File: src/hdl/chgsc_pkg.sv
// constants and types shared by the charger status and control logic
package chgsc_pkg;

	// ****************************************
	// clock and timing
	// ****************************************
	localparam int unsigned CLK_HZ = 125_000_000; // MCLK rate
	localparam int unsigned HIB_DEBOUNCE_MS = 32; // hibernate request hold time
	localparam int unsigned HIB_DEBOUNCE_CYC = (CLK_HZ / 1000) * HIB_DEBOUNCE_MS; // least time

	// ****************************************
	// termination targets in millivolts
	// ****************************************
	localparam logic [12:0] TERM_LOW_MV = 13'd4100; // lower clamp
	localparam logic [12:0] TERM_HIGH_MV = 13'd4160; // higher clamp

	// ****************************************
	// register map, byte addresses
	// ****************************************
	localparam logic [7:0] REG_CONTROL = 8'h00; // bit0 soft charge disable
	localparam logic [7:0] REG_STATUS = 8'h04; // live state, read only
	localparam logic [7:0] REG_INT_STAT = 8'h08; // sticky events, write one to clear
	localparam logic [7:0] REG_INT_MASK = 8'h0c; // interrupt enables
	localparam logic [31:0] RESET_CONTROL = 32'h0000_0000;
	localparam logic [4:0] RESET_INT_MASK = 5'h00;
	localparam int unsigned NUM_EVENTS = 5; // event bits

	// event bit positions
	localparam int unsigned EV_CHARGER_ON = 0;
	localparam int unsigned EV_CHARGER_OFF = 1;
	localparam int unsigned EV_TRICKLE = 2;
	localparam int unsigned EV_HIBERNATE = 3;
	localparam int unsigned EV_LOAD_FAULT = 4;

	// ****************************************
	// charge drive modes
	// ****************************************
	typedef enum logic [1:0] {
		DRV_OFF = 2'b00, // no charge current
		DRV_SATURATE = 2'b01, // pass transistor saturated
		DRV_REGULATE = 2'b11, // regulate to clamp voltage
		DRV_REDUCED = 2'b10 // power limited
	} chgsc_drive_t;

	// charge control states, gray along idle-full-trickle
	typedef enum logic [1:0] {
		ST_IDLE = 2'b00,
		ST_FULL = 2'b01,
		ST_TRICKLE = 2'b11
	} chgsc_state_t;

	localparam logic [1:0] AXI_OKAY = 2'b00;
	localparam logic [1:0] AXI_SLVERR = 2'b10;

endpackage

File: src/hdl/chgsc_sync.sv
// two flip-flop synchroniser bank for pin inputs
`timescale 1ns/1ps
`default_nettype none
module chgsc_sync #(
	parameter int unsigned WIDTH = 8
) (
	// clock and reset
	input wire logic clk,
	input wire logic reset_n,
	// data
	input wire logic [WIDTH-1:0] din,
	output logic [WIDTH-1:0] dout
);
	logic [WIDTH-1:0] stage1; // first stage, read only by stage two
	logic [WIDTH-1:0] stage2; // settled copy
	logic [WIDTH-1:0] next_stage1;
	logic [WIDTH-1:0] next_stage2;

	// next values
	always_comb begin
		next_stage1 = din;
		next_stage2 = stage1;
	end

	// registers, cleared to zero
	always_ff @(posedge clk or negedge reset_n) begin
		if (!reset_n) begin
			stage1 <= '0;
			stage2 <= '0;
		end else begin
			stage1 <= next_stage1;
			stage2 <= next_stage2;
		end
	end

	assign dout = stage2;
endmodule // chgsc_sync
`default_nettype wire

File: src/hdl/chgsc_top.sv
// charger status and control logic with axi4-lite register slave
//
// Local design decisions: the register addresses and the AXI4-Lite slave port.
`timescale 1ns/1ps
`default_nettype none
module chgsc_top #(
	parameter int unsigned HIB_CYCLES = chgsc_pkg::HIB_DEBOUNCE_CYC
) (
	// clock and reset
	input wire logic MCLK,
	input wire logic RESET_N,
	// host logic pins
	input wire logic CHARGE_DISABLE,
	input wire logic CHEMISTRY_HIGH,
	input wire logic HIBERNATE_REQUEST,
	input wire logic HIBERNATE_RELEASE_N,
	input wire logic BATTERY_PRESENT_N,
	// analog comparator indications
	input wire logic CHARGER_CONFIRMED,
	input wire logic CELL_ABOVE_PHONE_ON,
	input wire logic CELL_ABOVE_LOW,
	input wire logic CELL_HIGH_CHARGE,
	input wire logic PASS_OVERPOWER,
	input wire logic LOAD_OVERCURRENT,
	// open-drain outputs
	output logic CHARGE_PHASE_FLAG_O,
	output logic CHARGE_PHASE_FLAG_OE,
	output logic CHARGER_SEEN_O,
	output logic CHARGER_SEEN_OE,
	// push-pull and analog commands
	output logic EXTERNAL_POWER_OK,
	output logic LOAD_SWITCH_ON,
	output logic [1:0] CHARGE_DRIVE,
	output logic TERMINATION_HIGH,
	output logic IRQ,
	// axi4-lite write address
	input wire logic [7:0] AWADDR,
	input wire logic AWVALID,
	output logic AWREADY,
	// axi4-lite write data
	input wire logic [31:0] WDATA,
	input wire logic [3:0] WSTRB,
	input wire logic WVALID,
	output logic WREADY,
	// axi4-lite write response
	output logic [1:0] BRESP,
	output logic BVALID,
	input wire logic BREADY,
	// axi4-lite read address
	input wire logic [7:0] ARADDR,
	input wire logic ARVALID,
	output logic ARREADY,
	// axi4-lite read data
	output logic [31:0] RDATA,
	output logic [1:0] RRESP,
	output logic RVALID,
	input wire logic RREADY
);
	localparam int unsigned NE = chgsc_pkg::NUM_EVENTS;

	// ****************************************
	// pin synchronisers
	// ****************************************
	logic [10:0] pins_raw; // raw pin bundle
	logic [10:0] pins; // synchronised bundle
	assign pins_raw = {LOAD_OVERCURRENT, PASS_OVERPOWER, CELL_HIGH_CHARGE, CELL_ABOVE_LOW,
		CELL_ABOVE_PHONE_ON, CHARGER_CONFIRMED, BATTERY_PRESENT_N, HIBERNATE_RELEASE_N,
		HIBERNATE_REQUEST, CHEMISTRY_HIGH, CHARGE_DISABLE};

	chgsc_sync #(.WIDTH(11)) u_sync (
		.clk(MCLK),
		.reset_n(RESET_N),
		.din(pins_raw),
		.dout(pins)
	);

	logic dis_pin, chem, hib_req, hib_rel_n, batt_n, chg_raw;
	logic cell_on, cell_low_ok, cell_full, overpower, overload;
	assign {overload, overpower, cell_full, cell_low_ok, cell_on, chg_raw, batt_n,
		hib_rel_n, hib_req, chem, dis_pin} = pins;

	// ****************************************
	// register state
	// ****************************************
	logic soft_disable, next_soft_disable; // software charge disable
	logic [NE-1:0] int_stat, next_int_stat; // sticky events
	logic [NE-1:0] int_mask, next_int_mask; // interrupt enables
	logic disable_any; // pin or software disable
	assign disable_any = dis_pin | soft_disable;

	// ****************************************
	// charge control
	// ****************************************
	chgsc_pkg::chgsc_state_t state, next_state; // charge phase
	logic disable_d, next_disable_d; // previous disable level
	logic charger_ok; // presence gated by battery
	logic disable_fall; // re-enable edge

	// detection is only possible with a battery fitted
	assign charger_ok = chg_raw & ~batt_n;
	assign disable_fall = disable_d & ~disable_any;

	// next charge state
	always_comb begin
		next_disable_d = disable_any;
		next_state = state;
		if (!charger_ok || disable_fall) begin
			next_state = chgsc_pkg::ST_IDLE;
		end else begin
			case (state)
				chgsc_pkg::ST_IDLE: begin
					if (!disable_any) begin
						next_state = chgsc_pkg::ST_FULL;
					end
				end
				chgsc_pkg::ST_FULL: begin
					if (cell_full) begin
						next_state = chgsc_pkg::ST_TRICKLE;
					end
				end
				chgsc_pkg::ST_TRICKLE: begin
					next_state = chgsc_pkg::ST_TRICKLE;
				end
				default: begin
					next_state = chgsc_pkg::ST_IDLE;
				end
			endcase
		end
	end

	// charge state registers
	always_ff @(posedge MCLK or negedge RESET_N) begin
		if (!RESET_N) begin
			state <= chgsc_pkg::ST_IDLE;
			disable_d <= 1'b0;
		end else begin
			state <= next_state;
			disable_d <= next_disable_d;
		end
	end

	// ****************************************
	// hibernate latch and load switch
	// ****************************************
	logic [31:0] hib_count, next_hib_count; // hold timer
	logic hib_latch, next_hib_latch; // switch held open
	logic hib_done; // request held long enough
	assign hib_done = hib_req && (hib_count >= HIB_CYCLES - 1);

	// debounce counter and latch; release wins since it is the exit path
	always_comb begin
		next_hib_count = hib_req ? (hib_done ? hib_count : hib_count + 32'h1) : 32'h0;
		next_hib_latch = hib_latch;
		if (!hib_rel_n) begin
			next_hib_latch = 1'b0;
		end else if (hib_done) begin
			next_hib_latch = 1'b1;
		end
	end

	// hibernate registers, latch clear after reset
	always_ff @(posedge MCLK or negedge RESET_N) begin
		if (!RESET_N) begin
			hib_count <= 32'h0;
			hib_latch <= 1'b0;
		end else begin
			hib_count <= next_hib_count;
			hib_latch <= next_hib_latch;
		end
	end

	// ****************************************
	// output commands, all registered
	// ****************************************
	logic next_phase_low, next_seen, next_pwr_ok, next_load_on;
	chgsc_pkg::chgsc_drive_t next_drive;

	always_comb begin
		// open-drain phase: driven low only while full-rate and enabled
		next_phase_low = (state == chgsc_pkg::ST_FULL) && !disable_any;
		next_seen = charger_ok;
		next_pwr_ok = cell_on & charger_ok;
		// load switch opens on under-voltage, overload or hibernate
		next_load_on = cell_low_ok & ~overload & ~hib_latch;
		if (disable_any || state == chgsc_pkg::ST_IDLE) begin
			next_drive = chgsc_pkg::DRV_OFF;
		end else if (overpower) begin
			next_drive = chgsc_pkg::DRV_REDUCED;
		end else if (state == chgsc_pkg::ST_FULL) begin
			next_drive = chgsc_pkg::DRV_SATURATE;
		end else begin
			next_drive = chgsc_pkg::DRV_REGULATE;
		end
	end

	// output registers
	always_ff @(posedge MCLK or negedge RESET_N) begin
		if (!RESET_N) begin
			CHARGE_PHASE_FLAG_OE <= 1'b0;
			CHARGER_SEEN_OE <= 1'b0;
			EXTERNAL_POWER_OK <= 1'b0;
			LOAD_SWITCH_ON <= 1'b0;
			CHARGE_DRIVE <= chgsc_pkg::DRV_OFF;
			TERMINATION_HIGH <= 1'b0;
		end else begin
			CHARGE_PHASE_FLAG_OE <= next_phase_low;
			CHARGER_SEEN_OE <= next_seen;
			EXTERNAL_POWER_OK <= next_pwr_ok;
			LOAD_SWITCH_ON <= next_load_on;
			CHARGE_DRIVE <= next_drive;
			TERMINATION_HIGH <= chem;
		end
	end

	// open-drain pins only ever drive low
	always_ff @(posedge MCLK or negedge RESET_N) begin
		if (!RESET_N) begin
			CHARGE_PHASE_FLAG_O <= 1'b0;
			CHARGER_SEEN_O <= 1'b0;
		end else begin
			CHARGE_PHASE_FLAG_O <= 1'b0;
			CHARGER_SEEN_O <= 1'b0;
		end
	end

	// ****************************************
	// events and interrupt
	// ****************************************
	logic [NE-1:0] events; // one-cycle event pulses
	logic seen_d, hib_d, load_d; // previous levels
	logic [NE-1:0] w1c; // software clear bits
	assign events[chgsc_pkg::EV_CHARGER_ON] = charger_ok & ~seen_d;
	assign events[chgsc_pkg::EV_CHARGER_OFF] = ~charger_ok & seen_d;
	assign events[chgsc_pkg::EV_TRICKLE] = (next_state == chgsc_pkg::ST_TRICKLE) &&
		(state == chgsc_pkg::ST_FULL);
	assign events[chgsc_pkg::EV_HIBERNATE] = hib_latch & ~hib_d;
	assign events[chgsc_pkg::EV_LOAD_FAULT] = overload & ~load_d;

	// edge history
	always_ff @(posedge MCLK or negedge RESET_N) begin
		if (!RESET_N) begin
			seen_d <= 1'b0;
			hib_d <= 1'b0;
			load_d <= 1'b0;
			IRQ <= 1'b0;
		end else begin
			seen_d <= charger_ok;
			hib_d <= hib_latch;
			load_d <= overload;
			IRQ <= |(next_int_stat & next_int_mask);
		end
	end

	// ****************************************
	// axi4-lite slave
	// ****************************************
	logic aw_held, w_held, next_aw_held, next_w_held;
	logic [7:0] aw_addr, next_aw_addr;
	logic [31:0] w_data, next_w_data;
	logic [3:0] w_strb, next_w_strb;
	logic next_bvalid, next_rvalid, next_arready;
	logic [1:0] next_bresp, next_rresp;
	logic [31:0] next_rdata;
	logic do_write;

	assign do_write = aw_held && w_held && !BVALID;

	// write channel, register file and read channel next values
	always_comb begin
		next_aw_held = aw_held;
		next_w_held = w_held;
		next_aw_addr = aw_addr;
		next_w_data = w_data;
		next_w_strb = w_strb;
		next_bvalid = BVALID;
		next_bresp = BRESP;
		next_rvalid = RVALID;
		next_rresp = RRESP;
		next_rdata = RDATA;
		next_arready = 1'b0;
		next_soft_disable = soft_disable;
		next_int_mask = int_mask;
		w1c = '0;
		if (AWVALID && AWREADY) begin
			next_aw_held = 1'b1;
			next_aw_addr = AWADDR;
		end
		if (WVALID && WREADY) begin
			next_w_held = 1'b1;
			next_w_data = WDATA;
			next_w_strb = WSTRB;
		end
		if (do_write) begin
			next_aw_held = 1'b0;
			next_w_held = 1'b0;
			next_bvalid = 1'b1;
			next_bresp = chgsc_pkg::AXI_OKAY;
			if (aw_addr[7:2] == chgsc_pkg::REG_CONTROL[7:2]) begin
				if (w_strb[0]) next_soft_disable = w_data[0];
			end else if (aw_addr[7:2] == chgsc_pkg::REG_INT_STAT[7:2]) begin
				if (w_strb[0]) w1c = w_data[NE-1:0];
			end else if (aw_addr[7:2] == chgsc_pkg::REG_INT_MASK[7:2]) begin
				if (w_strb[0]) next_int_mask = w_data[NE-1:0];
			end else if (aw_addr[7:2] != chgsc_pkg::REG_STATUS[7:2]) begin
				next_bresp = chgsc_pkg::AXI_SLVERR;
			end
		end else if (BVALID && BREADY) begin
			next_bvalid = 1'b0;
		end
		if (RVALID && RREADY) begin
			next_rvalid = 1'b0;
		end
		if (ARVALID && !RVALID && !ARREADY) begin
			next_arready = 1'b1;
		end
		if (ARVALID && ARREADY) begin
			next_rvalid = 1'b1;
			next_rresp = chgsc_pkg::AXI_OKAY;
			next_rdata = 32'h0;
			if (ARADDR[7:2] == chgsc_pkg::REG_CONTROL[7:2]) begin
				next_rdata = {31'h0, soft_disable};
			end else if (ARADDR[7:2] == chgsc_pkg::REG_STATUS[7:2]) begin
				next_rdata = {22'h0, CHARGE_DRIVE, LOAD_SWITCH_ON, hib_latch,
					EXTERNAL_POWER_OK, CHARGER_SEEN_OE, TERMINATION_HIGH, state, dis_pin};
			end else if (ARADDR[7:2] == chgsc_pkg::REG_INT_STAT[7:2]) begin
				next_rdata = {27'h0, int_stat};
			end else if (ARADDR[7:2] == chgsc_pkg::REG_INT_MASK[7:2]) begin
				next_rdata = {27'h0, int_mask};
			end else begin
				next_rresp = chgsc_pkg::AXI_SLVERR;
			end
		end
		// a new event wins over a clear in the same cycle
		next_int_stat = (int_stat & ~w1c) | events;
	end

	// bus and register registers
	always_ff @(posedge MCLK or negedge RESET_N) begin
		if (!RESET_N) begin
			aw_held <= 1'b0;
			w_held <= 1'b0;
			aw_addr <= 8'h0;
			w_data <= 32'h0;
			w_strb <= 4'h0;
			BVALID <= 1'b0;
			BRESP <= chgsc_pkg::AXI_OKAY;
			RVALID <= 1'b0;
			RRESP <= chgsc_pkg::AXI_OKAY;
			RDATA <= 32'h0;
			ARREADY <= 1'b0;
			AWREADY <= 1'b0;
			WREADY <= 1'b0;
			soft_disable <= chgsc_pkg::RESET_CONTROL[0];
			int_mask <= chgsc_pkg::RESET_INT_MASK;
			int_stat <= '0;
		end else begin
			aw_held <= next_aw_held;
			w_held <= next_w_held;
			aw_addr <= next_aw_addr;
			w_data <= next_w_data;
			w_strb <= next_w_strb;
			BVALID <= next_bvalid;
			BRESP <= next_bresp;
			RVALID <= next_rvalid;
			RRESP <= next_rresp;
			RDATA <= next_rdata;
			ARREADY <= next_arready;
			AWREADY <= !next_aw_held && !(AWVALID && AWREADY);
			WREADY <= !next_w_held && !(WVALID && WREADY);
			soft_disable <= next_soft_disable;
			int_mask <= next_int_mask;
			int_stat <= next_int_stat;
		end
	end

	// ****************************************
	// assertions
	// ****************************************
	AST_DRIVE_OFF: assert property (@(posedge MCLK) disable iff (!RESET_N)
		disable_any |=> CHARGE_DRIVE == chgsc_pkg::DRV_OFF)
		else $error("drive not off while disabled");
	AST_REENABLE_IDLE: assert property (@(posedge MCLK) disable iff (!RESET_N)
		disable_fall |=> state == chgsc_pkg::ST_IDLE)
		else $error("state not reset on re-enable");
	AST_CHEM: assert property (@(posedge MCLK) disable iff (!RESET_N)
		1'b1 |=> TERMINATION_HIGH == $past(chem))
		else $error("termination select wrong");
	AST_HIB_SET: assert property (@(posedge MCLK) disable iff (!RESET_N)
		hib_done && hib_rel_n |=> hib_latch)
		else $error("hibernate latch not set");
	AST_HIB_CLR: assert property (@(posedge MCLK) disable iff (!RESET_N)
		!hib_rel_n |=> !hib_latch)
		else $error("hibernate latch not cleared");
	AST_NO_BATT: assert property (@(posedge MCLK) disable iff (!RESET_N)
		batt_n |=> !CHARGER_SEEN_OE && !EXTERNAL_POWER_OK)
		else $error("charger seen without battery");
	AST_PHASE: assert property (@(posedge MCLK) disable iff (!RESET_N)
		state == chgsc_pkg::ST_TRICKLE |=> !CHARGE_PHASE_FLAG_OE)
		else $error("phase pin low in trickle");
	AST_PWR_OK: assert property (@(posedge MCLK) disable iff (!RESET_N)
		EXTERNAL_POWER_OK |-> $past(cell_on) && $past(charger_ok))
		else $error("power ok without cause");
	AST_LOAD: assert property (@(posedge MCLK) disable iff (!RESET_N)
		!cell_low_ok || overload |=> !LOAD_SWITCH_ON)
		else $error("load switch on during fault");
	AST_REDUCE: assert property (@(posedge MCLK) disable iff (!RESET_N)
		overpower && !disable_any && state != chgsc_pkg::ST_IDLE
		|=> CHARGE_DRIVE == chgsc_pkg::DRV_REDUCED)
		else $error("drive not reduced on overpower");
endmodule // chgsc_top
`default_nettype wire

File: config.mk
export PLATFORM = sky130hd
export DESIGN_NAME = chgsc_top
export DESIGN_NICKNAME = d
export VERILOG_FILES = /design/src/hdl/chgsc_pkg.sv /design/src/hdl/chgsc_sync.sv /design/src/hdl/chgsc_top.sv
export SDC_FILE = /design/constraint.sdc
export NUM_CORES = 1
export LEC_CHECK = 0
export ABC_CLOCK_PERIOD_IN_PS = 2700
export BUFFER_PORTS_ARGS = -buffer_cell sky130_fd_sc_hd__buf_2
export CAP_MARGIN = 40
export CORE_ASPECT_RATIO = 1.75
export CORE_MARGIN = 10
export CORE_UTILIZATION = 57
export DETAILED_ROUTE_END_ITERATION = 12
export HOLD_SLACK_MARGIN = 0.08
export MAX_ROUTING_LAYER = met4
export PLACE_DENSITY = 0.84
export SLEW_MARGIN = 20
export SYNTH_ARGS = -nofsm -noshare
export SYNTH_HDL_FRONTEND = slang
export SYNTH_SLANG_ARGS = --single-unit
File: constraint.sdc
create_clock -name MCLK -period 2.7 [get_ports MCLK]
set_input_delay 0.27 -clock MCLK [delete_from_list [all_inputs] [get_ports MCLK]]
set_output_delay 0.27 -clock MCLK [all_outputs]
set_load 0.1 [all_outputs]
-- Word level (Yosys, flattened, before mapping)
Index checks and enable logic that the tools add are counted.
- register bits after elaboration: 136
- bits of input ports: 70
- output and inout bits: 51
- word-level logic and storage cells: 139
- add/sub/neg operators: 1
- order comparisons: 1
- equality and inequality tests: 11
- mux-type cells: 41
- bitwise logic cells: 22
- reductions and logical operators: 32
- operators by type and width (cell ; count):
    $mux 32 ; 2
    $mux 5 ; 11
    $add 32x1->32 const B ; 1
    $ge 32x22->1 const B ; 1
    $mux 2 ; 14
    $eq 6x2->1 const B ; 4
    $mux 10 ; 2
    $logic_and 1x1->1 ; 14
    $logic_not 6->1 ; 2
    $mux 1 ; 11
    $and 5x5->5 ; 2
    $and 1x1->1 ; 9
    $logic_not 1->1 ; 9
    $not 1->1 ; 8
    $eq 6x1->1 const B ; 1
    $ne 6x1->1 const B ; 1
    $pmux 2 s3 ; 1
    $not 5->5 ; 1
    $or 5x5->5 ; 1
    $reduce_or 5->1 ; 1
    $eq 2x2->1 const B ; 2
    $ne 2x2->1 const B ; 2
    $reduce_bool 2->1 ; 2
    $reduce_and 3->1 ; 1
    4 further kinds ; 5

-- Depth between registers and ports, before layout
Gate-level depths: netlist of run 1.
- depth in word-level cells: 10
- mapped depth: 8
- gate-level depth less buffers: 7

-- Hierarchy
From an unflattened synthesis of run 1, not the netlist that was laid out.
- cells, all modules: 385
- area, all modules: 4593.2 sq um
- modules (own cells, without submodules) (module ; instances ; cells an instance ; area an instance (sq um) ; seq. area each (sq um)):
    chgsc_top ; 1 ; 363 ; 4042.6 ; 2202.1
    chgsc_sync ; 1 ; 22 ; 550.5 ; 550.5

-- Least setup slack after synthesis of run 1
Ideal clock, no wire load.
- kind: register to register
- start point: register BVALID
- end point: register IRQ
- library setup time: 0.133 ns
- arrival: 2.026 ns
- slack: 0.541 ns
- stages on the path, launching flop included: 7
- buffers on the path: 0
- path through: dfrtp_1 -> inv_1 -> and4_4 -> nand4_4 -> mux2_4 -> a22oi_2 -> o211ai_1
- elaborated cells between the ends (all ways): 9
- RTL lines (element ; RTL line ; source):
    from (decl) ; chgsc_top.sv:47 ; output logic BVALID,
    from (signal assigned) ; chgsc_top.sv:362 ; BVALID <= next_bvalid;
    $logic_not 1->1 ; chgsc_top.sv:266 ; assign do_write = aw_held && w_held && !BVALID;
    $logic_and 1x1->1 ; chgsc_top.sv:266 ;
    $mux 5 ; chgsc_top.sv:293 ; if (do_write) begin
    via next_int_mask[1] ; chgsc_top.sv:87 ; logic [NE-1:0] int_mask, next_int_mask;
    $and 5x5->5 ; chgsc_top.sv:250 ; IRQ <= |(next_int_stat & next_int_mask);
    $reduce_or 5->1 ; chgsc_top.sv:250 ;
    to (signal assigned) ; chgsc_top.sv:250 ;
    to (decl) ; chgsc_top.sv:35 ; output logic IRQ,
The timed path passes the listed nets, and every way through them passes these cells.
A chain may end at the register's enable or synchronous reset.

-- Worst setup path after layout of run 1
- start point: register aw_addr[7]
- end point: register IRQ
- elaborated cells between the ends (all ways): 15
- RTL lines (element ; RTL line ; source):
    from (decl) ; chgsc_top.sv:258 ; logic [7:0] aw_addr, next_aw_addr;
    from (signal assigned) ; chgsc_top.sv:359 ; aw_addr <= next_aw_addr;
    $eq 6x2->1 ; chgsc_top.sv:302 ; end else if (aw_addr[7:2] == chgsc_pkg::REG_INT_MASK[7:2]) begin
    $mux 5 ; chgsc_top.sv:302 ;
    $mux 5 ; chgsc_top.sv:300 ; end else if (aw_addr[7:2] == chgsc_pkg::REG_INT_STAT[7:2]) begin
    $mux 5 * ; chgsc_top.sv:298 ; if (aw_addr[7:2] == chgsc_pkg::REG_CONTROL[7:2]) begin
    $mux 5 * ; chgsc_top.sv:293 ;
    via next_int_mask[1] ; chgsc_top.sv:87 ;
    $and 5x5->5 * ; chgsc_top.sv:250 ;
    $reduce_or 5->1 * ; chgsc_top.sv:250 ;
Mark *: on every way through the listed nets, which the timed path passes. The rest lies on a longest branch.

==> impl_summary.txt, run 1 <==
----------------------------------------------------
[Place]
  Post-Place Setup Slack ... 0.674 ns
  Number of buffers inserted by port buffering ... 60
  Placer Congestion ... between 0.8 and 0.9
  Cell count after placement ... 522
  Detailed Place HPWL ... ~7 mm

[Timing]
  Final setup margin ... between 0.6 and 0.7 ns
  Clock tree skew after final layout ... 0.00766 ns
  Final number of setup-violating endpoints ... 0
  Unrepaired setup endpoints after global routing ... no
  Number of hold-slack violations in the final timing report ... 0
  Slew at the pin with the worst max-slew slack ... 0.711 ns
  Max-slew violations ... 0
  Setup TNS after final layout ... 0 ns
  Share of the cycle needed by the critical path after routing ... 76.1%
  Period minus WS final ... 2.05 ns
  Maximum clock frequency ... 0.487 GHz
  Relative slew margins ... 52.5%
  Worst-case hold slack ... 0.105 ns

[GRT]
  Via count of the first global-routing pass ... 3261
  GRT Resource Usage Total ... 17.9%
  Remaining Overflow, GRT ... 0
  Wire length of the first global-routing pass ... 16.6 mm
  Pin count of the biggest net entering global routing ... between 80 and 90
  Initial antenna violation count ... 0

[Layout]
  Count of antenna diodes in the layout ... 0
  Register area ... around 0.0028 mm2
  Total number of nets in the final design ... 526
  Layout cell share with drive strength beyond 1 ... 24.8%
  Most common cell after layout, fill and taps aside ... dfrtp_1
  Final cell count without fillers ... 550
  Area of the multi-input gates ... ~0.0017 mm2
  Most used cells in the layout excluding fill and tap cells ... dfrtp_1, buf_2, nand2_1
  Area growth from synthesis to layout ... 16.1%
  Count of filler cells inserted in the layout ... 541

[Outcome]
  Run status ... finished, final reports clean

[Clock tree]
  Post-CTS resize count ... 0
  Worst skew pair latency ... around 0.35 ns
  Number of buffers created by CTS ... 9
  Buffers inserted during post-CTS setup optimization ... 0
  Clock root buffer master ... clkbuf_16
  TritonCTS clock tree ... yes
  H-tree depth reported by CTS ... 3
  Maximum root-to-sink buffer count ... 2
  Cts hold-fix bufs ... 12
  CTS clk-pin slew, worst paths ... 0.07 ns
  Clock sink total ... 110

[Detailed routing]
  DRT iter0 DRCs ... 174
  Final routed wirelength across all metal layers ... 10.3 mm
  Routed wirelength normalized by instance count ... 18.8 um
  DRC errors left ... 0
  DRT antenna net count ... 0
  Via count of the routed design ... 3061
  Vias per std cell ... 5.57
  Drt pass-1 iters ... 4

[Worst setup path]
  Critical Path Slowest Stage Cell ... dfrtp_1
  Element type at the critical path end ... register
  Arrival time reported for the critical path endpoint ... around 2.3 ns
  Kind of launch point of the worst setup path ... register
  Ordered list of cells on the worst path ... nor4_4 -> and4_4 -> nand4_4 -> mux2_4 -> a22oi_2 -> o211ai_1
  Crit-path max cell delay ... 0.42 ns
  Count of cell instances traversed by the critical path ... 6
  Crit path buffers/inverters ... 0
  Family of cells with the greatest summed delay on the critical path ... simple AND/OR/NAND/NOR gates
  Crit Path Class ... reg -> reg
  Worst Path Required ... 2.91 ns
  Worst Reg2Reg Path Length in Cells ... 6
  Max FO, Critical Path ... 5

[Pwr]
  Pwr/cell area ... 820 mW/mm2
  Total leakage power ... 2.72 nW
  IR Drop Worst-Case VDD ... 0.470 mV

[Synth]
  Area share of the leading cell type in the synthesized netlist ... 59.2%
  Synth Area per Inst ... 12.3 um2
  Share of synthesized area occupied by flip-flops and latches ... 59.2%
  Async set-reset flop share out of synthesis ... between 90% and 100%
  Number of flip-flops and latches in the synthesized netlist ... 110
  Count of cell types in the netlist ... 59
  EDFF count, synth ... 0
  Cell type contributing the most total cell area after synthesis ... dfrtp_1
  Primary FF master, synth ... dfrtp_1
  Biggest area contributors in the synthesized netlist ... dfrtp_1, buf_4, mux2_2
  Post-synthesis cell area ... 0.00465 mm2
  Cell count after synthesis ... about 380
  YS warnings ... 0

[Floorplanning]
  Total die area ... roughly 0.012 mm2
  Number of cell rows ... 43
  Chip Height ... around 140 um
  Initial Util ... 58.4%
  Std-Cell Core Area ... about 0.008 mm2
  Width of the die ... 88.3 um
  Top Ports ... 121

[Job]
  Max Cap Viol ... 0

[Worst hold path]
  Hold path depth ... 2
  Path category of the worst min-delay check ... in -> reg

----------------------------------------------------
kinds of logic after synthesis:
kind of cell | after synthesis | share of synthesized area (%)
muxes | 34 | 8.48
buffers and inverters | 51 | 6.46
other | 1 | 0.0807
DFF | 110 | 59.2
adders and majority gates | 1 | 0.269
and+or+nand+nor | 122 | 15.6
AOI/OAI and AO/OA | 53 | 8.56
xor gates and xnor gates | 7 | 1.32
worst reg2reg max path, delay by kind of cell (launching register included):
family,cells,cell delay (ns)
multiplexers,1,0.37
AND/OR/NAND/NOR,3,0.82
AO/OA/AOI/OAI,2,0.32
flip-flops,1,0.42
per-layer routing:
layer	track usage, %	share of wire (%)
met5	-	0
met4	8.73	3.0
met3	3.21	5.0
met2	32.9	58
met1	17.0	34
state kept, by name (all words and copies together), names as in the netlist, 5 cells and up:
| name | flops |
|---|---|
| aw_addr | 6 |
| u_sync.dout | 11 |
| int_stat | 5 |
| u_sync.next_stage2 | 11 |
| w_data | 5 |
| hib_count | 32 |
| int_mask | 5 |
| RDATA | 10 |
report_power, final:
group | leakage (nW) | switching [mW] | internal, mW | total [mW]
registers | 1.41 | 0.178 | 1.85 | 2.02
clock network | 0.157 | 0.607 | 0.824 | 1.43
logic | 1.15 | 0.704 | 0.266 | 0.970
total | 2.72 | 1.49 | 2.94 | 4.42
Yosys cell counts, types with 2 or more instances:
cell,instances
nand2_1,27
nand4_1,7
a22oi_2,2
mux2_2,17
mux2_4,4
and2_1,17
nor2b_1,2
nor2_1,19
nor4_4,2
and3_1,3
and4b_1,2
a31o_1,2
nand3_1,13
nor3_1,4
dfrtp_1,110
nor4_2,3
buf_4,27
inv_1,17
a22o_1,5
a22oi_1,4
o21ai_0,10
mux2i_1,12
clkbuf_1,6
xnor2_1,5
a21oi_1,9
nor3b_1,2
xor2_1,2
o21a_1,3
o211ai_1,2
nand2b_1,12
final timing paths:
check	startpoint	endpoint	slack (ns)
worst max-delay path	aw_addr[7]$_DFFE_PN0P_	IRQ$_DFF_PN0_	0.65
worst min register to register	u_sync.next_stage2[8]$_DFF_PN0_	u_sync.dout[8]$_DFF_PN0_	0.35
worst min-delay path	RREADY	RVALID$_DFFE_PN0P_	0.11
worst max register to register	aw_addr[7]$_DFFE_PN0P_	IRQ$_DFF_PN0_	0.65
min in group asynchronous	RESET_N	aw_addr[4]$_DFFE_PN0P_	0.38
max in group asynchronous	RESET_N	u_sync.next_stage2[6]$_DFF_PN0_	1.59
final cells by class:
class                           instances  area share (%)
Clock buffer                            9            4.17
Clock inverter                          7            1.90
Inverter                               17            1.18
Multi-Input combinational cell        243            31.3
Sequential cell                       110            51.0
Tap cell                               90            2.09
Timing Repair Buffer                   74            8.35
per-stage QoR:
step                      power (mW)  area, um2  utilization (%)
after CTS                       4.44       5400             67.8
final                           4.42       5400             67.8
after global placement          2.96       4950             62.1
after detailed placement        3.00       4950             62.1
after floorplan                 2.81       4740                -
after global routing            4.59       5400             67.8
(Power assumes the default switching activity.)
==> run 2, diff against run 1 <==
ABC_CLOCK_PERIOD_IN_PS = 1700   (was 2700)
CORE_UTILIZATION = 47   (was 57)
PLACE_DENSITY = 0.74   (was 0.84)
clock period = 1.7 ns   (was 2.7 ns; I/O delays follow)
==> run 2 against run 1 <==
The run now ends with setup timing left. Die area grew 17%. Total power grew 59%. Register-to-register slack lost 0.88 ns. Sequential share of layout area shrank 5.8 points. Via count grew 8.7%. Worst setup slack lost 0.88 ns. Critical path type unchanged. Critical endpoint is now hib_count[11]$_DFFE_PN0P_. Largest cell class unchanged. Largest power group unchanged. Highest routed layer unchanged.
==> impl_summary.txt, run 2 (synthesized netlist as in run 1, its figures left out) <==
----------------------------------------------------
[Detailed routing]
  Routed wirelength normalized by instance count ... 17.9 um (-4.9%)
  Via count of the routed design ... 3328 (+8.7%)
  Drt pass-1 iters ... 4 (unchanged)
  DRT iter0 DRCs ... 218 (+25%)
  Vias per std cell ... 5.20 (-6.6%)
  DRC errors left ... 0 (unchanged)
  Final routed wirelength across all metal layers ... 11.4 mm (+11%)
  DRT antenna net count ... 0 (unchanged)

[Clock tree]
  CTS clk-pin slew, worst paths ... 0.07 ns (about the same)
  Number of buffers created by CTS ... 9 (unchanged)
  H-tree depth reported by CTS ... 3 (unchanged)
  Maximum root-to-sink buffer count ... 2 (unchanged)
  Clock sink total ... 110 (unchanged)
  TritonCTS clock tree ... yes
  Worst skew pair latency ... 0.35 ns (about the same)
  Clock root buffer master ... clkbuf_16

[Layout]
  Layout cell share with drive strength beyond 1 ... 35.1% (+10 points)
  Count of antenna diodes in the layout ... 0 (unchanged)
  Utilization after layout ... 62.3% (-5.5 points)
  Total number of nets in the final design ... 581 (+10%)
  Most common cell after layout, fill and taps aside ... dfrtp_1
  Most used cells in the layout excluding fill and tap cells ... dfrtp_1, buf_2, buf_4
  Count of filler cells inserted in the layout ... 745 (+38%)
  Post-route cell area ... 0.00610 mm2 (+13%)
  Largest register FFs ... 32 (unchanged)
  Register containing the most flip-flops in the final layout ... hib_count
  Area growth from synthesis to layout ... 31.2%
  Register area ... 0.00276 mm2 (+0.18%)
  Area of the multi-input gates ... 0.00189 mm2 (+12%)

[GRT]
  Initial antenna violation count ... 0 (unchanged)
  Remaining Overflow, GRT ... 0 (unchanged)
  Wire length of the first global-routing pass ... 17.9 mm (+7.5%)
  GRT met1 Usage ... 15.5% (-1.5 points)
  Pin count of the biggest net entering global routing ... 60 (-28%)
  GRT Resource Usage Total ... 16.3% (-1.6 points)
  Peak-usage layer in the global routing report ... met2
  GRT met3 Usage ... 3.50% (+0.29 points)
  Via count of the first global-routing pass ... 3692 (+13%)
  Met2 track demand over resource in global routing ... 29.8% (-3.1 points)

[Place]
  Detailed Place HPWL ... 7.87 mm (+11%)
  Post-Place Setup Slack ... -0.213 ns (-0.887 ns)
  Cell Area, Placed ... 0.00521 mm2 (+5.2%)
  Number of buffers inserted by port buffering ... 60 (unchanged)
  Placer Congestion ... 0.883 (+4.7%)

[Job]
  Max Cap Viol ... 0 (unchanged)

[Worst setup path]
  Crit path buffers/inverters ... 1 (+1)
  Setup slack of the worst register-to-register path ... -0.23 ns (-0.88 ns)
  Ordered list of cells on the worst path ... nor4_2 -> buf_4 -> nand4_1 -> a41o_4 -> a21oi_4 -> nand3_1 -> mux2i_1
  Family of cells with the greatest summed delay on the critical path ... compound AO/OA/AOI/OAI gates
  Arrival time reported for the critical path endpoint ... 2.19 ns (-0.08 ns)
  Crit-path max cell delay ... 0.39 ns (-0.03 ns)
  Endpoint of the worst register-to-register path ... hib_count[11]$_DFFE_PN0P_
  Worst Reg2Reg Path Length in Cells ... 7 (+1)
  Element type at the critical path end ... register
  Launch point of the worst reg-to-reg path ... hib_count[29]$_DFFE_PN0P_
  Crit Path Class ... reg -> reg
  Critical Path Slowest Stage Cell ... dfrtp_1
  Kind of launch point of the worst setup path ... register
  Worst Path Required ... 1.96 ns (-0.95 ns)
  Max FO, Critical Path ... 5 (unchanged)

[Timing]
  Final setup margin ... -0.231 ns (-0.878 ns)
  Unrepaired setup endpoints after global routing ... yes
  Max-slew violations ... 0 (unchanged)
  Share of the cycle needed by the critical path after routing ... 114% (+38 points)
  Maximum clock frequency ... 0.518 GHz (+6.3%)
  Number of hold-slack violations in the final timing report ... 0 (unchanged)
  Worst-case hold slack ... 0.0869 ns (-0.0183 ns)
  Clock tree skew after final layout ... 0.0121 ns (+0.00440 ns)
  Period minus WS final ... 1.93 ns (-0.122 ns)
  Final number of setup-violating endpoints ... 25 (+25)

[Pwr]
  Total power of the final layout ... 7.05 mW (+59%)
  Total leakage power ... 2.98 nW (+9.9%)
  Pwr/cell area ... 1160 mW/mm2 (+41%)
  IR Drop Worst-Case VDD ... 0.680 mV (+45%)

[Outcome]
  Violated checks ... setup timing
  Run status ... complete, but fails checks

[Worst hold path]
  Source of the worst hold timing path ... WSTRB[0]
  Hold path depth ... 2 (unchanged)
  End point of the worst hold path ... w_strb[0]$_DFFE_PN0P_
  Path category of the worst min-delay check ... in -> reg

[Floorplanning]
  Total die area ... 0.0144 mm2 (+17%)
  Top Ports ... 121 (unchanged)
  Chip Height ... 152 um (+8.7%)
  Number of cell rows ... 48 (+12%)
  Std-Cell Core Area ... 0.00979 mm2 (+23%)
  Initial Util ... 47.5% (-11 points)
  Width of the die ... 95.2 um (+7.8%)

----------------------------------------------------
run 2: cell count changes in the layout (fill, tap and decap cells not counted), sizes merged:
cell and delta:
inv -1, bufinv -1, dlygate4sd3 +14, clkbuf +2
nand2 +1, buf +40
run 2: repair_timing:
action | 4_1_cts | 5_1_grt
cloned | 1 | 0
setup buffers | 5 | 7
endpoints found under the hold margin | 52 | 0
gates resized for setup | 16 | 27
endpoints found under the setup margin | 26 | 26
pin swaps | 11 | 17
hold buffers | 26 | 0
run 2: cell type report:
class / count / area share, %
Timing Repair Buffer: 128 / 15.2
Multi-Input combinational cell: 244 / 30.9
Clock inverter: 5 / 1.09
Inverter: 17 / 1.05
Sequential cell: 110 / 45.2
Tap cell: 125 / 2.57
Clock buffer: 11 / 3.98
run 2: layer usage:
metal | vias to the layer above | wire (um)
met2 | 84 | 6500
met3 | 35 | 624
met4 | 0 | 388
li1 | 1529 | -
met1 | 1680 | 3920
met5 | - | 0
run 2: power breakdown:
part	leakage, nW	switching [mW]	internal [mW]
registers	1.40	0.269	2.94
logic	1.43	1.17	0.516
clock network	0.148	0.953	1.20
run 2: how the worst max path moves through the flow:
| stage | startpoint | end | depth (start not counted) |
|---|---|---|---|
| final | hib_count[29]$_DFFE_PN0P_ | hib_count[11]$_DFFE_PN0P_ | 7 |
| after global routing | hib_count[29]$_DFFE_PN0P_ | hib_count[11]$_DFFE_PN0P_ | 7 |
| after detailed placement | aw_addr[7]$_DFFE_PN0P_ | IRQ$_DFF_PN0_ | 6 |
| after global placement | aw_addr[7]$_DFFE_PN0P_ | IRQ$_DFF_PN0_ | 6 |
| after CTS | aw_addr[7]$_DFFE_PN0P_ | IRQ$_DFF_PN0_ | 6 |
| after floorplan | BVALID$_DFFE_PN0P_ | IRQ$_DFF_PN0_ | 6 |
run 2: per-stage QoR:
step | TNS, ns | cells
floorplan | -0.165 | 404
global route | -5.02 | 640
CTS | -2.95 | 633
finish | -3.15 | 640
detailed placement | -2.83 | 585
global placement | -1.54 | 585
